### src/rtl/keypad_pin_interrupt_pkg.sv
// Package for the keypad pin interrupt block: register indexes, field positions,
// reset values and the per-unit configuration carrier.
// Assumes a 32-bit AXI4-Lite register bus with byte addresses of 16 bits.
package keypad_pin_interrupt_pkg;

  localparam int unsigned UNITS  = 2;
  localparam int unsigned PINS   = 8;
  localparam int unsigned ADDR_W = 16;

  // Register indexes; the byte address is four times the index
  localparam logic [13:0] IDX_SC_0     = 14'h003c;
  localparam logic [13:0] IDX_SC_1     = 14'h003d;
  localparam logic [13:0] IDX_PE_0     = 14'h307c;
  localparam logic [13:0] IDX_ES_0     = 14'h307d;
  localparam logic [13:0] IDX_PE_1     = 14'h307e;
  localparam logic [13:0] IDX_ES_1     = 14'h307f;
  localparam logic [13:0] IDX_IRQ_STAT = 14'h3080;
  localparam logic [13:0] IDX_IRQ_MASK = 14'h3081;

  // Status and control field positions
  localparam int unsigned SC_FLAG_BIT = 3;
  localparam int unsigned SC_ACK_BIT  = 2;
  localparam int unsigned SC_IE_BIT   = 1;
  localparam int unsigned SC_MODE_BIT = 0;

  localparam logic [7:0] REG8_RESET   = 8'h00;
  localparam logic [1:0] IRQ2_RESET   = 2'h0;
  localparam logic [1:0] RESP_OKAY    = 2'h0;
  localparam logic [1:0] RESP_SLVERR  = 2'h2;

  typedef struct packed {
    logic [7:0] pin_enable_bits;
    logic [7:0] polarity_select_bits;
    logic       irq_enable;
    logic       detect_mode_select;
    logic       key_event_flag;
  } unit_cfg_t;

  localparam unit_cfg_t UNIT_RESET = '{REG8_RESET, REG8_RESET, 1'b0, 1'b0, 1'b0};

  function automatic logic [ADDR_W-1:0] byte_addr(input logic [13:0] idx);
    return {idx, 2'b00};
  endfunction : byte_addr

endpackage : keypad_pin_interrupt_pkg

### src/rtl/keypad_pin_interrupt.sv
// Two-unit keypad pin interrupt block with an AXI4-Lite register slave.
// Assumes key inputs are synchronous to aclk; ce low freezes every flip-flop.
//
// Added by the designer: register access over AXI4-Lite.
`timescale 1ns/1ps
`default_nettype none

module keypad_pin_interrupt (
  input  wire logic        aclk,
  input  wire logic        aresetn,
  input  wire logic        ce,
  input  wire logic [15:0] s_axi_awaddr,
  input  wire logic        s_axi_awvalid,
  output logic             s_axi_awready,
  input  wire logic [31:0] s_axi_wdata,
  input  wire logic [3:0]  s_axi_wstrb,
  input  wire logic        s_axi_wvalid,
  output logic             s_axi_wready,
  output logic [1:0]       s_axi_bresp,
  output logic             s_axi_bvalid,
  input  wire logic        s_axi_bready,
  input  wire logic [15:0] s_axi_araddr,
  input  wire logic        s_axi_arvalid,
  output logic             s_axi_arready,
  output logic [31:0]      s_axi_rdata,
  output logic [1:0]       s_axi_rresp,
  output logic             s_axi_rvalid,
  input  wire logic        s_axi_rready,
  input  wire logic [7:0]  key_input_pins_0,
  input  wire logic [7:0]  key_input_pins_1,
  output logic [1:0]       irq_request,
  output logic             irq
);

  keypad_pin_interrupt_pkg::unit_cfg_t u [keypad_pin_interrupt_pkg::UNITS];
  logic [7:0]  pins      [keypad_pin_interrupt_pkg::UNITS];
  logic [7:0]  prev      [keypad_pin_interrupt_pkg::UNITS];
  logic [7:0]  asrt      [keypad_pin_interrupt_pkg::UNITS];
  logic [1:0]  edge_hit;
  logic [1:0]  det;
  logic [1:0]  armed;
  logic [1:0]  sc_wr;
  logic [1:0]  pe_wr;
  logic [1:0]  es_wr;
  logic [1:0]  irq_stat;
  logic [1:0]  irq_mask;
  logic        aw_full;
  logic        w_full;
  logic        next_aw_full;
  logic        next_w_full;
  logic        next_rvalid;
  logic        wr_fire;
  logic        wr_hit;
  logic        rd_hit;
  logic [13:0] wr_idx;
  logic [13:0] rd_idx;
  logic [15:0] awaddr_q;
  logic [31:0] wdata_q;
  logic [3:0]  wstrb_q;
  logic [31:0] rd_word;

  assign pins[0] = key_input_pins_0;
  assign pins[1] = key_input_pins_1;

  // Mask of enabled inputs that sit at their asserted level
  function automatic logic [7:0] asserted_vec(input logic [7:0] v, input logic [7:0] es,
                                              input logic [7:0] pe);
    return ((v & es) | (~v & ~es)) & pe;
  endfunction : asserted_vec

  // No debug-halt input: detection never pauses in background debug
  always_comb begin
    for (int i = 0; i < keypad_pin_interrupt_pkg::UNITS; i++) begin
      asrt[i] = asserted_vec(pins[i], u[i].polarity_select_bits, u[i].pin_enable_bits);
      // Previous sample deasserted and current asserted forms an edge
      edge_hit[i] = |(asrt[i] & ~asserted_vec(prev[i], u[i].polarity_select_bits,
                                              u[i].pin_enable_bits));
      det[i] = (armed[i] & edge_hit[i]) | (u[i].detect_mode_select & |asrt[i]);
    end
  end

  // Input history and re-arm after all enabled inputs go idle
  always_ff @(posedge aclk) begin
    if (!aresetn) begin
      prev[0] <= keypad_pin_interrupt_pkg::REG8_RESET;
      prev[1] <= keypad_pin_interrupt_pkg::REG8_RESET;
      armed   <= 2'h3;
    end else if (ce) begin
      for (int i = 0; i < keypad_pin_interrupt_pkg::UNITS; i++) begin
        prev[i] <= pins[i];
        if (armed[i] && edge_hit[i]) begin
          armed[i] <= 1'b0;
        end else if (!(|asrt[i])) begin
          armed[i] <= 1'b1;
        end
      end
    end
  end

  // Write channel bookkeeping: address and data may come in either order
  assign wr_fire      = aw_full & w_full & ~s_axi_bvalid;
  assign next_aw_full = wr_fire ? 1'b0 : (aw_full | (s_axi_awvalid & s_axi_awready));
  assign next_w_full  = wr_fire ? 1'b0 : (w_full | (s_axi_wvalid & s_axi_wready));
  assign wr_idx       = awaddr_q[15:2];

  always_ff @(posedge aclk) begin
    if (!aresetn) begin
      aw_full       <= 1'b0;
      w_full        <= 1'b0;
      s_axi_awready <= 1'b0;
      s_axi_wready  <= 1'b0;
      s_axi_bvalid  <= 1'b0;
      s_axi_bresp   <= keypad_pin_interrupt_pkg::RESP_OKAY;
      awaddr_q      <= 16'h0000;
      wdata_q       <= 32'h0000_0000;
      wstrb_q       <= 4'h0;
    end else if (ce) begin
      aw_full       <= next_aw_full;
      w_full        <= next_w_full;
      s_axi_awready <= ~next_aw_full;
      s_axi_wready  <= ~next_w_full;
      if (s_axi_awvalid && s_axi_awready) begin
        awaddr_q <= s_axi_awaddr;
      end
      if (s_axi_wvalid && s_axi_wready) begin
        wdata_q <= s_axi_wdata;
        wstrb_q <= s_axi_wstrb;
      end
      if (wr_fire) begin
        s_axi_bvalid <= 1'b1;
        s_axi_bresp  <= wr_hit ? keypad_pin_interrupt_pkg::RESP_OKAY
                               : keypad_pin_interrupt_pkg::RESP_SLVERR;
      end else if (s_axi_bready) begin
        s_axi_bvalid <= 1'b0;
      end
    end
  end

  // Address decode; only byte lane 0 carries register data
  always_comb begin
    sc_wr  = 2'h0;
    pe_wr  = 2'h0;
    es_wr  = 2'h0;
    wr_hit = 1'b1;
    unique case (wr_idx)
      keypad_pin_interrupt_pkg::IDX_SC_0:     sc_wr[0] = wr_fire & wstrb_q[0];
      keypad_pin_interrupt_pkg::IDX_SC_1:     sc_wr[1] = wr_fire & wstrb_q[0];
      keypad_pin_interrupt_pkg::IDX_PE_0:     pe_wr[0] = wr_fire & wstrb_q[0];
      keypad_pin_interrupt_pkg::IDX_ES_0:     es_wr[0] = wr_fire & wstrb_q[0];
      keypad_pin_interrupt_pkg::IDX_PE_1:     pe_wr[1] = wr_fire & wstrb_q[0];
      keypad_pin_interrupt_pkg::IDX_ES_1:     es_wr[1] = wr_fire & wstrb_q[0];
      keypad_pin_interrupt_pkg::IDX_IRQ_STAT: wr_hit   = 1'b1;
      keypad_pin_interrupt_pkg::IDX_IRQ_MASK: wr_hit   = 1'b1;
      default:                                wr_hit   = 1'b0;
    endcase
  end

  // Unit registers and the event flag
  always_ff @(posedge aclk) begin
    if (!aresetn) begin
      u[0] <= keypad_pin_interrupt_pkg::UNIT_RESET;
      u[1] <= keypad_pin_interrupt_pkg::UNIT_RESET;
    end else if (ce) begin
      for (int i = 0; i < keypad_pin_interrupt_pkg::UNITS; i++) begin
        if (pe_wr[i]) begin
          u[i].pin_enable_bits <= wdata_q[7:0];
        end
        if (es_wr[i]) begin
          u[i].polarity_select_bits <= wdata_q[7:0];
        end
        if (sc_wr[i]) begin
          u[i].irq_enable         <= wdata_q[keypad_pin_interrupt_pkg::SC_IE_BIT];
          u[i].detect_mode_select <= wdata_q[keypad_pin_interrupt_pkg::SC_MODE_BIT];
        end
        // Written flag bit is never looked at
        if (det[i]) begin
          u[i].key_event_flag <= 1'b1;
        end else if (sc_wr[i] && wdata_q[keypad_pin_interrupt_pkg::SC_ACK_BIT]
                     && !(|asrt[i])) begin
          u[i].key_event_flag <= 1'b0;
        end
      end
    end
  end

  // Request per unit doubles as the wait and stop3 wake level; stop3 needs aclk running
  always_ff @(posedge aclk) begin
    if (!aresetn) begin
      irq_request <= keypad_pin_interrupt_pkg::IRQ2_RESET;
    end else if (ce) begin
      irq_request[0] <= u[0].key_event_flag & u[0].irq_enable;
      irq_request[1] <= u[1].key_event_flag & u[1].irq_enable;
    end
  end

  // Sticky summary status, write one to clear, a new set beats the clear
  always_ff @(posedge aclk) begin
    if (!aresetn) begin
      irq_stat <= keypad_pin_interrupt_pkg::IRQ2_RESET;
      irq_mask <= keypad_pin_interrupt_pkg::IRQ2_RESET;
      irq      <= 1'b0;
    end else if (ce) begin
      for (int i = 0; i < keypad_pin_interrupt_pkg::UNITS; i++) begin
        if (det[i] && !u[i].key_event_flag) begin
          irq_stat[i] <= 1'b1;
        end else if (wr_fire && wstrb_q[0] && wdata_q[i]
                     && wr_idx == keypad_pin_interrupt_pkg::IDX_IRQ_STAT) begin
          irq_stat[i] <= 1'b0;
        end
      end
      if (wr_fire && wstrb_q[0] && wr_idx == keypad_pin_interrupt_pkg::IDX_IRQ_MASK) begin
        irq_mask <= wdata_q[1:0];
      end
      irq <= |(irq_stat & irq_mask);
    end
  end

  // Read path; upper status nibble is hard zero
  assign rd_idx = s_axi_araddr[15:2];
  always_comb begin
    rd_word = 32'h0000_0000;
    rd_hit  = 1'b1;
    unique case (rd_idx)
      keypad_pin_interrupt_pkg::IDX_SC_0:
        rd_word[3:0] = {u[0].key_event_flag, 1'b0, u[0].irq_enable, u[0].detect_mode_select};
      keypad_pin_interrupt_pkg::IDX_SC_1:
        rd_word[3:0] = {u[1].key_event_flag, 1'b0, u[1].irq_enable, u[1].detect_mode_select};
      keypad_pin_interrupt_pkg::IDX_PE_0:     rd_word[7:0] = u[0].pin_enable_bits;
      keypad_pin_interrupt_pkg::IDX_ES_0:     rd_word[7:0] = u[0].polarity_select_bits;
      keypad_pin_interrupt_pkg::IDX_PE_1:     rd_word[7:0] = u[1].pin_enable_bits;
      keypad_pin_interrupt_pkg::IDX_ES_1:     rd_word[7:0] = u[1].polarity_select_bits;
      keypad_pin_interrupt_pkg::IDX_IRQ_STAT: rd_word[1:0] = irq_stat;
      keypad_pin_interrupt_pkg::IDX_IRQ_MASK: rd_word[1:0] = irq_mask;
      default:                                rd_hit       = 1'b0;
    endcase
  end

  assign next_rvalid = s_axi_rvalid ? ~s_axi_rready : (s_axi_arvalid & s_axi_arready);

  always_ff @(posedge aclk) begin
    if (!aresetn) begin
      s_axi_rvalid  <= 1'b0;
      s_axi_arready <= 1'b0;
      s_axi_rdata   <= 32'h0000_0000;
      s_axi_rresp   <= keypad_pin_interrupt_pkg::RESP_OKAY;
    end else if (ce) begin
      s_axi_rvalid  <= next_rvalid;
      s_axi_arready <= ~next_rvalid;
      if (s_axi_arvalid && s_axi_arready) begin
        s_axi_rdata <= rd_word;
        s_axi_rresp <= rd_hit ? keypad_pin_interrupt_pkg::RESP_OKAY
                              : keypad_pin_interrupt_pkg::RESP_SLVERR;
      end
    end
  end
endmodule : keypad_pin_interrupt

`default_nettype wire

### config.mk
export PLATFORM = sky130hd
export DESIGN_NAME = keypad_pin_interrupt
export DESIGN_NICKNAME = d
export VERILOG_FILES = /design/src/rtl/keypad_pin_interrupt_pkg.sv /design/src/rtl/keypad_pin_interrupt.sv
export SDC_FILE = /design/constraint.sdc
export NUM_CORES = 1
export LEC_CHECK = 0
export CAP_MARGIN = 40
export CELL_PAD_IN_SITES_DETAIL_PLACEMENT = 1
export CELL_PAD_IN_SITES_GLOBAL_PLACEMENT = 2
export CORE_MARGIN = 8
export CORE_UTILIZATION = 35
export DETAILED_ROUTE_END_ITERATION = 10
export DONT_BUFFER_PORTS = 1
export PLACE_DENSITY = 0.73
export SYNTH_ARGS = -nofsm -noshare
export SYNTH_HDL_FRONTEND = slang
export SYNTH_SLANG_ARGS = --single-unit
### constraint.sdc
create_clock -name aclk -period 2.7 [get_ports aclk]
set_input_delay 0.135 -clock aclk [delete_from_list [all_inputs] [get_ports aclk]]
set_output_delay 0.135 -clock aclk [all_outputs]
set_load 0.03 [all_outputs]
# --- Word level (Yosys, flattened, before mapping) ---
# Memories as Yosys holds them, arrays and structs flattened.
# Index checks and enable logic that the tools add are counted.
classes:
  eq_ne: 18
  mux: 86
  bitwise_logic: 62
  reduce_logical: 41
ops:
  columns: ["op", "count"]
  rows:
  - ["14-bit equality test (second input constant)", 12]
  - ["8-bit AND", 14]
  - ["1-bit 2-to-1 mux", 75]
  - ["8-bit inverter", 8]
  - ["14-bit by 6-bit equality test with 1-bit output (second input constant)", 4]
  - ["8-bit 2-to-1 mux", 6]
  - ["8-bit OR reduction", 6]
  - ["8-bit OR", 4]
  - ["2-bit AND reduction", 10]
  - ["1-bit OR", 18]
  - ["1-bit logical AND", 17]
  - ["2-bit one-hot mux with 8 select lines", 1]
  - ["4-bit one-hot mux with 4 select lines", 1]
  - ["1-bit AND", 12]
  - ["2-bit one-hot mux with 6 select lines", 1]
  - ["2-bit nonzero test", 3]
  - ["1-bit inverter", 5]
  - ["1-bit logical NOT", 4]
  - ["2-bit 2-to-1 mux", 2]
  - ["2-bit != test (second input constant)", 2]
  - ["2-bit AND", 1]
  - ["2-bit OR reduction", 1]
totals:
  regBits: 53
  ram_bits: 54
  input_bits: 92
  output_inout_bits: 44
  wordCells: 229
  memories: 2
mem_list:
  columns: ["name", "depth", "width", "read_ports", "rd_clocked_by_memory_dff", "wr", "line", "text"]
  rows:
  - ["u", 2, 19, 2, 0, 2, "keypad_pin_interrupt.sv:35", "keypad_pin_interrupt_pkg::unit_cfg_t u [keypad_pin_interrupt_pkg::UNITS];"]
  - ["prev", 2, 8, 2, 0, 2, "keypad_pin_interrupt.sv:37", "logic [7:0] prev [keypad_pin_interrupt_pkg::UNITS];"]

# --- Depth between registers and ports, before layout ---
# Gate-level depths: netlist of the first run.
# An unclocked memory read counts as a cell.
depth:
  word_depth: 16
  mapped_depth: 8

# --- Worst setup path after synthesis of the first run ---
# OpenSTA, ideal clock, no wires.
synth_timing:
  path_kind: "flip-flop to flip-flop"
  start: "reg s_axi_bvalid"
  end: "mem u[0][11] (netlist bit) (enable)"
  setup_ns: 0.387
  arrival_time_ns: 2.364
  path_slack_ns: -0.051
  path_stages_with_launch: 6
  path_buffers: 1
  cell_sequence: "dfxtp_1 > and3b_2 > or4b_4 > or3_1 > buf_6 > o31ai_1"
synth_rtl:
  columns: ["element", "line", "text"]
  rows:
  - ["start, declared", "keypad_pin_interrupt.sv:20", "output logic s_axi_bvalid,"]
  - ["start signal, assigned", "keypad_pin_interrupt.sv:112", "s_axi_bvalid <= 1'b0;"]
  - ["start signal, assigned", "keypad_pin_interrupt.sv:130", "s_axi_bvalid <= 1'b1;"]
  - ["start signal, assigned", "keypad_pin_interrupt.sv:134", "s_axi_bvalid <= 1'b0;"]
  - ["end, declared", "keypad_pin_interrupt.sv:35", null]

==> parameters.txt, run 1 <==
Parameter                              Value

Run status
  Run status ... finished, final reports clean

Worst setup path
  Kind of start point of the critical path ... flop
  Startpoint-to-endpoint class of the critical path ... reg2reg
  Critical-path maximum fanout ... 8
  Arr. time, crit path ... 2430 ps
  Required @ worst endpoint ... 2720 ps
  R2R depth ... 6
  Crit end category ... flop

Routing
  Via count of the routed design ... 3904
  First DRT Iteration DRCs ... 148
  Post-DR vias/cell ... 5.38
  Drt first pass iters ... 4
  Number of nets still failing antenna checks after routing ... 0
  Number of design rule violations left after detail routing ... 0
  Wire length after detailed routing ... 14400 microns
  Routed length per placed instance ... 19.8 microns

Clocking
  Clock buffers created by TritonCTS ... 9
  Clock slew at reported path FFs ... 70 ps
  Sink Count ... 103
  Hold-fix buffers, CTS ... 31
  H-tree levels ... 3
  Post_cts resized ... 0
  Clock latency on the worst-skew pair ... 350 ps
  Bufs on Longest Clock Path ... 2
  CTS tree ... done
  Clock root buffer master ... sky130_fd_sc_hd__clkbuf_16
  Total setup buffers inserted after CTS ... 0

Synth
  Synthesis Warnings ... 0
  Post-synthesis adder-cell area fraction ... 0%
  Largest family of logic cells by synthesized area ... simple AND/OR/NAND/NOR gates
  Proportion of register bits with asynchronous set or reset after synthesis ... 0%
  Cell with the most instances after synthesis ... sky130_fd_sc_hd__nand2_1
  Leading cell types by total area after synthesis ... sky130_fd_sc_hd__edfxtp_1, sky130_fd_sc_hd__dfxtp_1, sky130_fd_sc_hd__nand2_1
  Top cell type's share of synthesized area ... 31.8%
  Portion of netlist area occupied by mux cells ... 4.46%
  Compound-Gate Fraction of Synth Area ... 13.8%
  Sequential fraction of the synthesis area ... 51.0%
  Leading cell types by count after synthesis ... sky130_fd_sc_hd__nand2_1, sky130_fd_sc_hd__edfxtp_1, sky130_fd_sc_hd__dfxtp_1, sky130_fd_sc_hd__a21oi_1, sky130_fd_sc_hd__buf_4
  Dominant cell type by area after synthesis ... sky130_fd_sc_hd__edfxtp_1
  Primary FF master, synth ... sky130_fd_sc_hd__edfxtp_1
  #FFs+latches synth ... 103
  Mapped cell area ... 5100 sq um
  Xor/xnor cell area share of the yosys netlist ... 2.75%
  Syn avg cell area ... 9.94 sq um
  Post-Synth Simple-Gate Area ... 21.7%
  EDFF count, synth ... 54
  Number of distinct standard cells referenced by the synthesized netlist ... 58
  Gate count after technology mapping ... 513

Min path
  Class of the most critical hold timing path ... in2reg
  Cell count of the worst hold path ... 3

Global route
  Aggregate global routing overflow ... 0
  Wire length of the first global-routing pass ... 22000 microns
  Number of global-route vias before repair ... 3955
  Number of antenna violations at the first check in global routing ... 0
  Pin count of the biggest net entering global routing ... 33
  Total track usage ... 15.5%

Timing
  Max Transition Viols Final ... 0
  Final period util ... 89.2%
  Setup skew after layout ... 8.10 ps
  Setup TNS ... 0 ps
  Count of endpoints failing setup in the final report ... 0
  Slew margin rel. ... 54.6%
  F_max ... 0.415 GHz
  Final Critical Period ... 2410 ps
  Final worst slack ... 290 ps
  Final hold violations ... 0
  Actual slew at the worst max-slew pin ... 678 ps
  Setup repair after global routing missed its margin ... no

Pwr
  P per Cell Area ... 575 nW/um^2
  Leakage dissipation ... 2.10 nW
  VDD IR-drop max ... 0.340 mV

Cells and area
  Net count of the finished layout ... 629
  Utilization after layout ... 40.2%
  Fraction of layout instances using a drive strength above 1 ... 6.64%
  Area growth, synth to finish ... 13.3%
  Number of antenna cells inserted ... 0

Placed design
  Place WS ... 286 ps
  Port Buf Inserts ... 0
  Detailed placer's ending HPWL ... 10600 microns
  RD Place Congestion ... 0.799

Die
  Die height ... 137 microns
  Placeable core area ... 14400 sq um
  Starting density of the core ... 35.5%
  Standard-cell row count ... 44
  Die width ... 137 microns
  IO Count ... 136
  Die ar. ... 18700 sq um

Flow run
  Max-Cap Viols ... 0
## worst max-delay path, stage by stage (launching register included)
cell                      delay, ps
sky130_fd_sc_hd__dfxtp_1        340
sky130_fd_sc_hd__and3b_2        240
sky130_fd_sc_hd__or4b_4         480
sky130_fd_sc_hd__or3_1          500
sky130_fd_sc_hd__nor2_1         130
sky130_fd_sc_hd__nand2_1         70
sky130_fd_sc_hd__nand2_1        310
## flip-flops by register name, summed over array words and instances (netlist names)
name	cells
u	38
prev	16
awaddr_q	14
s_axi_rdata	8
wdata_q	8
armed	2
irq_mask	2
irq_request	2
irq_stat	2
aw_full	1
irq	1
s_axi_arready	1
s_axi_awready	1
s_axi_bresp	1
s_axi_bvalid	1
s_axi_rresp	1
s_axi_rvalid	1
s_axi_wready	1
w_full	1
wstrb_q	1
## metrics by stage
stage	instance area [sq um]	total power [W]	hold slack, ps	instances
3_3_place_gp	5180	0.00209	230	678
2_1_floorplan	5200	0.00207	271	538
6_report	5780	0.00332	9.58	726
3_5_place_dp	5200	0.00210	232	679
4_1_cts	5780	0.00337	0.360	726
5_1_grt	5780	0.00346	3.94	726
## final cells by class
class	instances	area (sq um)
repair buffers	39	378
flip-flops and latches	103	2600
clock inverters	7	50.0
fillers	1609	8590
clock buffers	9	225
well taps	184	230
multi-input cells	380	2280
inverters	4	15.0
## where the power goes
| group | switching [W] | total [W] | leakage [nW] | internal (W) |
|---|---|---|---|---|
| logic | 0.000175 | 0.000311 | 1.02 | 0.000136 |
| clock network | 0.000592 | 0.00122 | 0.124 | 0.000624 |
| registers | 0.0000792 | 0.00180 | 0.964 | 0.00172 |
## cells in the final DEF, fill, tap and decap left out, types with 14 or more instances in the layout
cell,synthesis,routed
sky130_fd_sc_hd__nand2_1,77,77
sky130_fd_sc_hd__o21ai_0,16,16
sky130_fd_sc_hd__a21oi_1,40,40
sky130_fd_sc_hd__and3_1,21,21
sky130_fd_sc_hd__mux2i_1,16,16
sky130_fd_sc_hd__nor2_1,21,21
sky130_fd_sc_hd__nand3_1,18,18
sky130_fd_sc_hd__dlygate4sd3_1,0,31
sky130_fd_sc_hd__edfxtp_1,54,54
sky130_fd_sc_hd__dfxtp_1,49,49
sky130_fd_sc_hd__conb_1,1,26
sky130_fd_sc_hd__xnor2_1,16,16
sky130_fd_sc_hd__nand2b_1,14,14
## layer usage
layer  wire length, microns  part of all wire [%]  global-route usage [%]
met1                   6000                    42                    18.6
met2                   7210                    50                    26.3
met3                    915                   6.4                    3.52
met4                    263                   1.8                    5.92
met5                      0                     0                       0
## cells by family (layout without fill, tap and decap cells)
| group | Yosys count | count (layout) |
|---|---|---|
| flops | 103 | 103 |
| mux | 19 | 19 |
| xor+xnor | 16 | 16 |
| buf+inv | 55 | 59 |
| simple gates | 209 | 209 |
| other cells | 1 | 26 |
| compound gates | 110 | 110 |
## worst paths after layout
check	start	end	slack, ps
max reg2reg	w_full	u[1][15]	290
max	w_full	u[1][15]	290
min reg2reg	awaddr_q[11]	awaddr_q[11]	460
min	ce	s_axi_rvalid	10
(Power assumes the default switching activity.)
==> run 2: changes to the inputs <==
==> constraint.sdc (replaced) <==
create_clock -name aclk -period 2.7 [get_ports aclk]
set_input_delay 0.135 -clock aclk [delete_from_list [all_inputs] [get_ports aclk]]
set_output_delay 0.135 -clock aclk [all_outputs]
set_load 0.02 [all_outputs]
==> run 2 against run 1 <==
Net effect:
- sequential share of layout area is 0.93 points lower
- worst setup slack gained 21 ps
- register-to-register slack gained 20 ps
- first-iteration DRC count is 51% higher
- worst hold slack gained 5.8 ps
- die area unchanged
- final area is 2.1% higher
- clock skew fell by 0.60 ps
- critical path depth did not move
- global-route usage rose by 0.12 points
- critical endpoint is now u[1][16]
==> parameters.txt, run 2 (synthesis gave the netlist of run 1 again) <==
Parameter                              Value

Die
  Standard-cell row count ... 44 (unchanged)
  Die ar. ... 18700 sq um (unchanged)
  Die width ... 137 microns (unchanged)
  Starting density of the core ... 35.5% (unchanged)
  Die height ... 137 microns (unchanged)
  Placeable core area ... 14400 sq um (unchanged)
  IO Count ... 136 (unchanged)

Cells and area
  Number of antenna cells inserted ... 0 (unchanged)
  Net count of the finished layout ... 629 (unchanged)
  Most common library cell in the layout ignoring fill and taps ... sky130_fd_sc_hd__nand2_1
  Area of all placed cells without fillers ... 5900 sq um (+2.1%)
  Top library cells by usage in the layout, fill and taps aside ... sky130_fd_sc_hd__nand2_1, sky130_fd_sc_hd__edfxtp_1, sky130_fd_sc_hd__dfxtp_1
  Most flops, register ... u
  Area growth, synth to finish ... 15.7%
  Fraction of layout instances using a drive strength above 1 ... 6.83% (+0.18 points)
  Number of flip-flops under the largest register name ... 38 (unchanged)
  Largest registers ranked by flip-flop count ... u x38, prev x16, awaddr_q x14
  Final-layout fill cell count ... 1607 (-0.12%)

Timing
  Setup skew after layout ... 7.50 ps (-0.597 ps)
  Setup TNS ... 0 ps (unchanged)
  Max Transition Viols Final ... 0 (unchanged)
  Actual slew at the worst max-slew pin ... 676 ps (-2.78 ps)
  Setup repair after global routing missed its margin ... no
  Slew margin rel. ... 54.8% (+0.19 points)
  Final Critical Period ... 2390 ps (-21.3 ps)
  Final period util ... 88.5% (-0.79 points)
  Count of endpoints failing setup in the final report ... 0 (unchanged)
  F_max ... 0.419 GHz (+0.89%)
  Final hold violations ... 0 (unchanged)

Clocking
  Clock latency on the worst-skew pair ... 350 ps (about the same)
  H-tree levels ... 3 (unchanged)
  Clock buffers created by TritonCTS ... 9 (unchanged)
  Sink Count ... 103 (unchanged)
  Total setup buffers inserted after CTS ... 0 (unchanged)
  Clock slew at reported path FFs ... 70 ps (about the same)
  CTS tree ... done
  Bufs on Longest Clock Path ... 2 (unchanged)
  Clock root buffer master ... sky130_fd_sc_hd__clkbuf_16

Global route
  Wire length of the first global-routing pass ... 22300 microns (+1.4%)
  Total track usage ... 15.6% (+0.12 points)
  Pin count of the biggest net entering global routing ... 30 (-9.1%)
  Number of antenna violations at the first check in global routing ... 0 (unchanged)
  Aggregate global routing overflow ... 0 (unchanged)
  Number of global-route vias before repair ... 4097 (+3.6%)

Routing
  Post-DR vias/cell ... 5.31 (-1.2%)
  Number of design rule violations left after detail routing ... 0 (unchanged)
  First DRT Iteration DRCs ... 223 (+51%)
  Drt first pass iters ... 4 (unchanged)
  Routed length per placed instance ... 19.9 microns (+0.31%)
  Wire length after detailed routing ... 14400 microns (+0.31%)
  Number of nets still failing antenna checks after routing ... 0 (unchanged)
  Via count of the routed design ... 3857 (-1.2%)

Worst setup path
  Launching point of the worst reg2reg path ... aw_full
  Minimum setup slack among reg-to-reg paths ... 310 ps (+20 ps)
  Required @ worst endpoint ... 2720 ps (about the same)
  Slowest cell on crit path ... sky130_fd_sc_hd__or3_1
  CP cell instances ... and3b_2 > or4b_4 > or3_1 > nor2_1 > nand2_1 > nand2_1
  Critical-path maximum fanout ... 8 (unchanged)
  Startpoint-to-endpoint class of the critical path ... reg2reg
  Kind of start point of the critical path ... flop
  Crit end category ... flop
  Arr. time, crit path ... 2400 ps (-30 ps)
  Critical Path Most Common Cell ... sky130_fd_sc_hd__nand2_1
  Startpoint of the worst setup timing path ... aw_full
  Largest stage delay on the critical path ... 490 ps (about the same)

Run status
  Run status ... finished, final reports clean

Pwr
  VDD IR-drop max ... 0.334 mV (-2.0%)
  Leakage dissipation ... 2.17 nW (+3.0%)
  P per Cell Area ... 642 nW/um^2 (+12%)

Placed design
  RD Place Congestion ... 0.789 (-1.2%)
  Port Buf Inserts ... 0 (unchanged)
  Area of placed instances ... 5200 sq um (unchanged)
  Detailed placer's ending HPWL ... 10500 microns (-0.39%)

Min path
  Class of the most critical hold timing path ... in2reg
  Origin of the worst min-delay path ... key_input_pins_0[3]

Flow run
  Max-Cap Viols ... 0 (unchanged)
[run 2: final cells by class]
cell class	count	area, sq um	area share (%)
Inverter	4	15.0	0.254
Sequential cell	103	2600	44.1
Timing Repair Buffer	39	378	6.40
Clock buffer	9	225	3.81
Multi-Input combinational cell	380	2290	38.7
Tap cell	184	230	3.90
Clock inverter	7	166	2.82
[run 2: what timing repair did]
action / 4_1_cts / 5_1_grt
endpoints found under the hold margin: 45 / 0
resized for setup: 0 / 1
setup endpoints to repair: 0 / 8
hold buffers: 31 / 0
[run 2: critical path: cells and delay by family, from the launching register on]
kind          cells  cell delay [ps]
flops             1              350
simple gates      6             1710
[run 2: per-layer routing]
metal  up-vias  GRT usage, %  wire (microns)
li1       1862             -               -
met1      1889          18.6            6150
met2        85          26.7            7250
met3        21          3.85             791
met4         0          5.67             245
met5         -             0               0
[run 2: where the power goes]
part	switching [W]	internal, W	leakage (nW)
Clock	0.000608	0.00110	0.186
Sequential	0.0000725	0.00172	0.964
Combinational	0.000161	0.000137	1.02
[run 2: worst paths after layout]
check,end,depth (start not counted)
setup / recovery,u[1][16],6
hold / removal,prev[0][3],1
setup reg to reg,u[1][16],6
hold reg to reg,awaddr_q[11],2
[run 2: per-stage QoR]
stage,power [W],setup WS (ps),utilization (%),hold WS [ps],instances
final,0.00379,312,41.1,15.4,726
after global routing,0.00393,138,41.1,5.48,726
after CTS,0.00383,292,41.0,0.352,726
after detailed placement,0.00208,302,36.2,236,679
after global placement,0.00206,309,36.1,231,678
after floorplan,0.00205,57.3,-,271,538
==> run 3: changes to the inputs <==
--- a/config.mk
+++ b/config.mk
@@ -9,10 +9,10 @@
 export CELL_PAD_IN_SITES_DETAIL_PLACEMENT = 1
 export CELL_PAD_IN_SITES_GLOBAL_PLACEMENT = 2
 export CORE_MARGIN = 8
-export CORE_UTILIZATION = 35
+export CORE_UTILIZATION = 42
 export DETAILED_ROUTE_END_ITERATION = 10
 export DONT_BUFFER_PORTS = 1
-export PLACE_DENSITY = 0.73
+export PLACE_DENSITY = 0.82
 export SYNTH_ARGS = -nofsm -noshare
 export SYNTH_HDL_FRONTEND = slang
 export SYNTH_SLANG_ARGS = --single-unit
==> constraint.sdc (replaced) <==
create_clock -name aclk -period 2.85 [get_ports aclk]
set_input_delay 0.1425 -clock aclk [delete_from_list [all_inputs] [get_ports aclk]]
set_output_delay 0.1425 -clock aclk [all_outputs]
set_load 0.005 [all_outputs]
==> run 3 against run 2 <==
Net effect:
- register-to-register slack better by 100 ps
- die area is 15% lower
- worst hold slack worse by 12 ps
- clock power is 35% lower
- critical path depth stayed put
- combinational power is 15% lower
- fmax is 1.9% lower
- flip-flop and latch count stayed put
==> parameters.txt, run 3 (synthesis gave the netlist of run 1 again) <==
Parameter                              Value

Worst setup path
  Critical-path maximum fanout ... 9 (+1)
  Slowest cell on crit path ... sky130_fd_sc_hd__or3_1
  Kind of start point of the critical path ... flop
  CP cell instances ... and3b_2 > or4b_4 > or3_1 > a21oi_4 > nor2_2 > a21boi_1
  Arr. time, crit path ... 2570 ps (+170 ps)
  Required @ worst endpoint ... 2980 ps (+260 ps)
  Minimum setup slack among reg-to-reg paths ... 420 ps (+100 ps)
  Crit end category ... flop
  Launching point of the worst reg2reg path ... s_axi_bvalid
  R2R depth ... 6 (unchanged)
  Startpoint-to-endpoint class of the critical path ... reg2reg
  Crit-path leading delay family ... simple AND/OR/NAND/NOR gates
  Largest stage delay on the critical path ... 490 ps (about the same)
  Worst flop-to-flop path endpoint ... u[0][14]
  Startpoint of the worst setup timing path ... s_axi_bvalid
  Bufs and invs on worst path ... 0 (unchanged)

Routing
  Wire length after detailed routing ... 13600 microns (-5.7%)
  Number of design rule violations left after detail routing ... 0 (unchanged)
  Routed length per placed instance ... 19.8 microns (-0.36%)
  Drt first pass iters ... 4 (unchanged)
  Via count of the routed design ... 3870 (+0.34%)
  Number of nets still failing antenna checks after routing ... 0 (unchanged)
  First DRT Iteration DRCs ... 224 (+0.45%)
  Post-DR vias/cell ... 5.63 (+6.0%)

Cells and area
  Fraction of layout instances using a drive strength above 1 ... 5.56% (-1.3 points)
  Post-Layout Cell Count ... 687 (-5.4%)
  Largest registers ranked by flip-flop count ... u x38, prev x16, awaddr_q x14
  Most common library cell in the layout ignoring fill and taps ... sky130_fd_sc_hd__nand2_1
  Number of flip-flops under the largest register name ... 38 (unchanged)
  Area of all placed cells without fillers ... 5690 sq um (-3.6%)
  Area growth, synth to finish ... 11.6%
  Top library cells by usage in the layout, fill and taps aside ... sky130_fd_sc_hd__nand2_1, sky130_fd_sc_hd__edfxtp_1, sky130_fd_sc_hd__dfxtp_1
  Net count of the finished layout ... 627 (-0.32%)
  Number of antenna cells inserted ... 0 (unchanged)
  Most flops, register ... u

Global route
  Total track usage ... 17.6% (+2.0 points)
  Number of antenna violations at the first check in global routing ... 0 (unchanged)
  Number of global-route vias before repair ... 4090 (-0.17%)
  Wire length of the first global-routing pass ... 22000 microns (-1.3%)
  Aggregate global routing overflow ... 0 (unchanged)
  Pin count of the biggest net entering global routing ... 34 (+13%)

Min path
  Origin of the worst min-delay path ... s_axi_rready
  Hold endpoint ... s_axi_rvalid
  Class of the most critical hold timing path ... in2reg
  Cell count of the worst hold path ... 3 (+2)

Timing
  Final Critical Period ... 2430 ps (+45.9 ps)
  Final period util ... 85.4% (-3.0 points)
  Max Transition Viols Final ... 0 (unchanged)
  Count of endpoints failing setup in the final report ... 0 (unchanged)
  Final hold violations ... 0 (unchanged)
  Actual slew at the worst max-slew pin ... 639 ps (-36.8 ps)
  F_max ... 0.411 GHz (-1.9%)
  Post-route worst hold slack ... 3.52 ps (-11.8 ps)
  Setup TNS ... 0 ps (unchanged)
  Setup repair after global routing missed its margin ... no
  Setup skew after layout ... 9.43 ps (+1.92 ps)
  Slew margin rel. ... 57.3% (+2.5 points)

Die
  Starting density of the core ... 42.8% (+7.3 points)
  Die width ... 126 microns (-7.7%)
  Die ar. ... 15900 sq um (-15%)
  IO Count ... 136 (unchanged)
  Die height ... 126 microns (-7.7%)
  Placeable core area ... 11900 sq um (-17%)
  Standard-cell row count ... 40 (-9.1%)

Clocking
  Post_cts resized ... 0 (unchanged)
  Clock latency on the worst-skew pair ... 360 ps (about the same)
  Clock root buffer master ... sky130_fd_sc_hd__clkbuf_16
  Clock slew at reported path FFs ... 70 ps (about the same)
  Sink Count ... 103 (unchanged)
  Clock buffers created by TritonCTS ... 9 (unchanged)
  CTS tree ... done
  H-tree levels ... 3 (unchanged)
  Bufs on Longest Clock Path ... 2 (unchanged)

Placed design
  RD Place Congestion ... 0.768 (-2.7%)
  Area of placed instances ... 5130 sq um (-1.2%)
  Port Buf Inserts ... 0 (unchanged)
  Placed instance count ... 641 (-5.6%)
  Detailed placer's ending HPWL ... 10100 microns (-4.2%)

Pwr
  P per Cell Area ... 536 nW/um^2 (-17%)
  Leakage dissipation ... 2.09 nW (-3.5%)
  Sum of internal, switching and leakage power ... 0.00305 W (-20%)
  VDD IR-drop max ... 0.275 mV (-17%)

Flow run
  Max-Cap Viols ... 0 (unchanged)

Run status
  Run status ... finished, final reports clean
[run 3: how the worst max path moves through the flow]
stage | endpoint | slack, ps | cells after the start
after CTS | u[1][12] | 390 | 6
after detailed placement | u[1][16] | 400 | 6
final | u[0][14] | 420 | 6
after global routing | u[1][15] | 290 | 6
after floorplan | u[0][11] | 230 | 5
after global placement | u[1][15] | 450 | 6
[run 3: layout make-up]
class / count / area (sq um)
repair buffers: 37 / 357
fillers: 1331 / 6220
clock inverters: 6 / 28.8
inverters: 4 / 15.0
clock buffers: 10 / 229
well taps: 147 / 184
flip-flops and latches: 103 / 2600
multi-input cells: 380 / 2280
[run 3: repair_timing]
action                                 in CTS  in global routing
endpoints found under the hold margin      44                  0
hold buffers                               30                  0
buffers inserted                            0                  0
[run 3: metrics by stage]
stage,utilization [%],setup slack [ps]
floorplan,-,229
global placement,43.0,450
detailed placement,43.1,401
CTS,47.8,394
global route,47.8,294
finish,47.8,416
[run 3: routing by layer]
layer / up-vias / part of all wire (%) / GRT usage (%)
met5: - / 0 / 0
met4: 0 / 1.6 / 5.59
met3: 15 / 6.5 / 5.19
met2: 100 / 49 / 30.7
met1: 1894 / 43 / 20.3
li1: 1861 / - / -
[run 3: where the power goes]
group | internal (W) | switching [W]
clock | 0.000581 | 0.000532
sequential | 0.00163 | 0.0000580
combinational | 0.000128 | 0.000127
total | 0.00233 | 0.000717
[run 3: worst reg2reg max path, stage by stage, from the launching register on]
cell	delay, ps
sky130_fd_sc_hd__dfxtp_1	330
sky130_fd_sc_hd__and3b_2	280
sky130_fd_sc_hd__or4b_4	480
sky130_fd_sc_hd__or3_1	490
sky130_fd_sc_hd__a21oi_4	160
sky130_fd_sc_hd__nor2_2	110
sky130_fd_sc_hd__a21boi_1	360
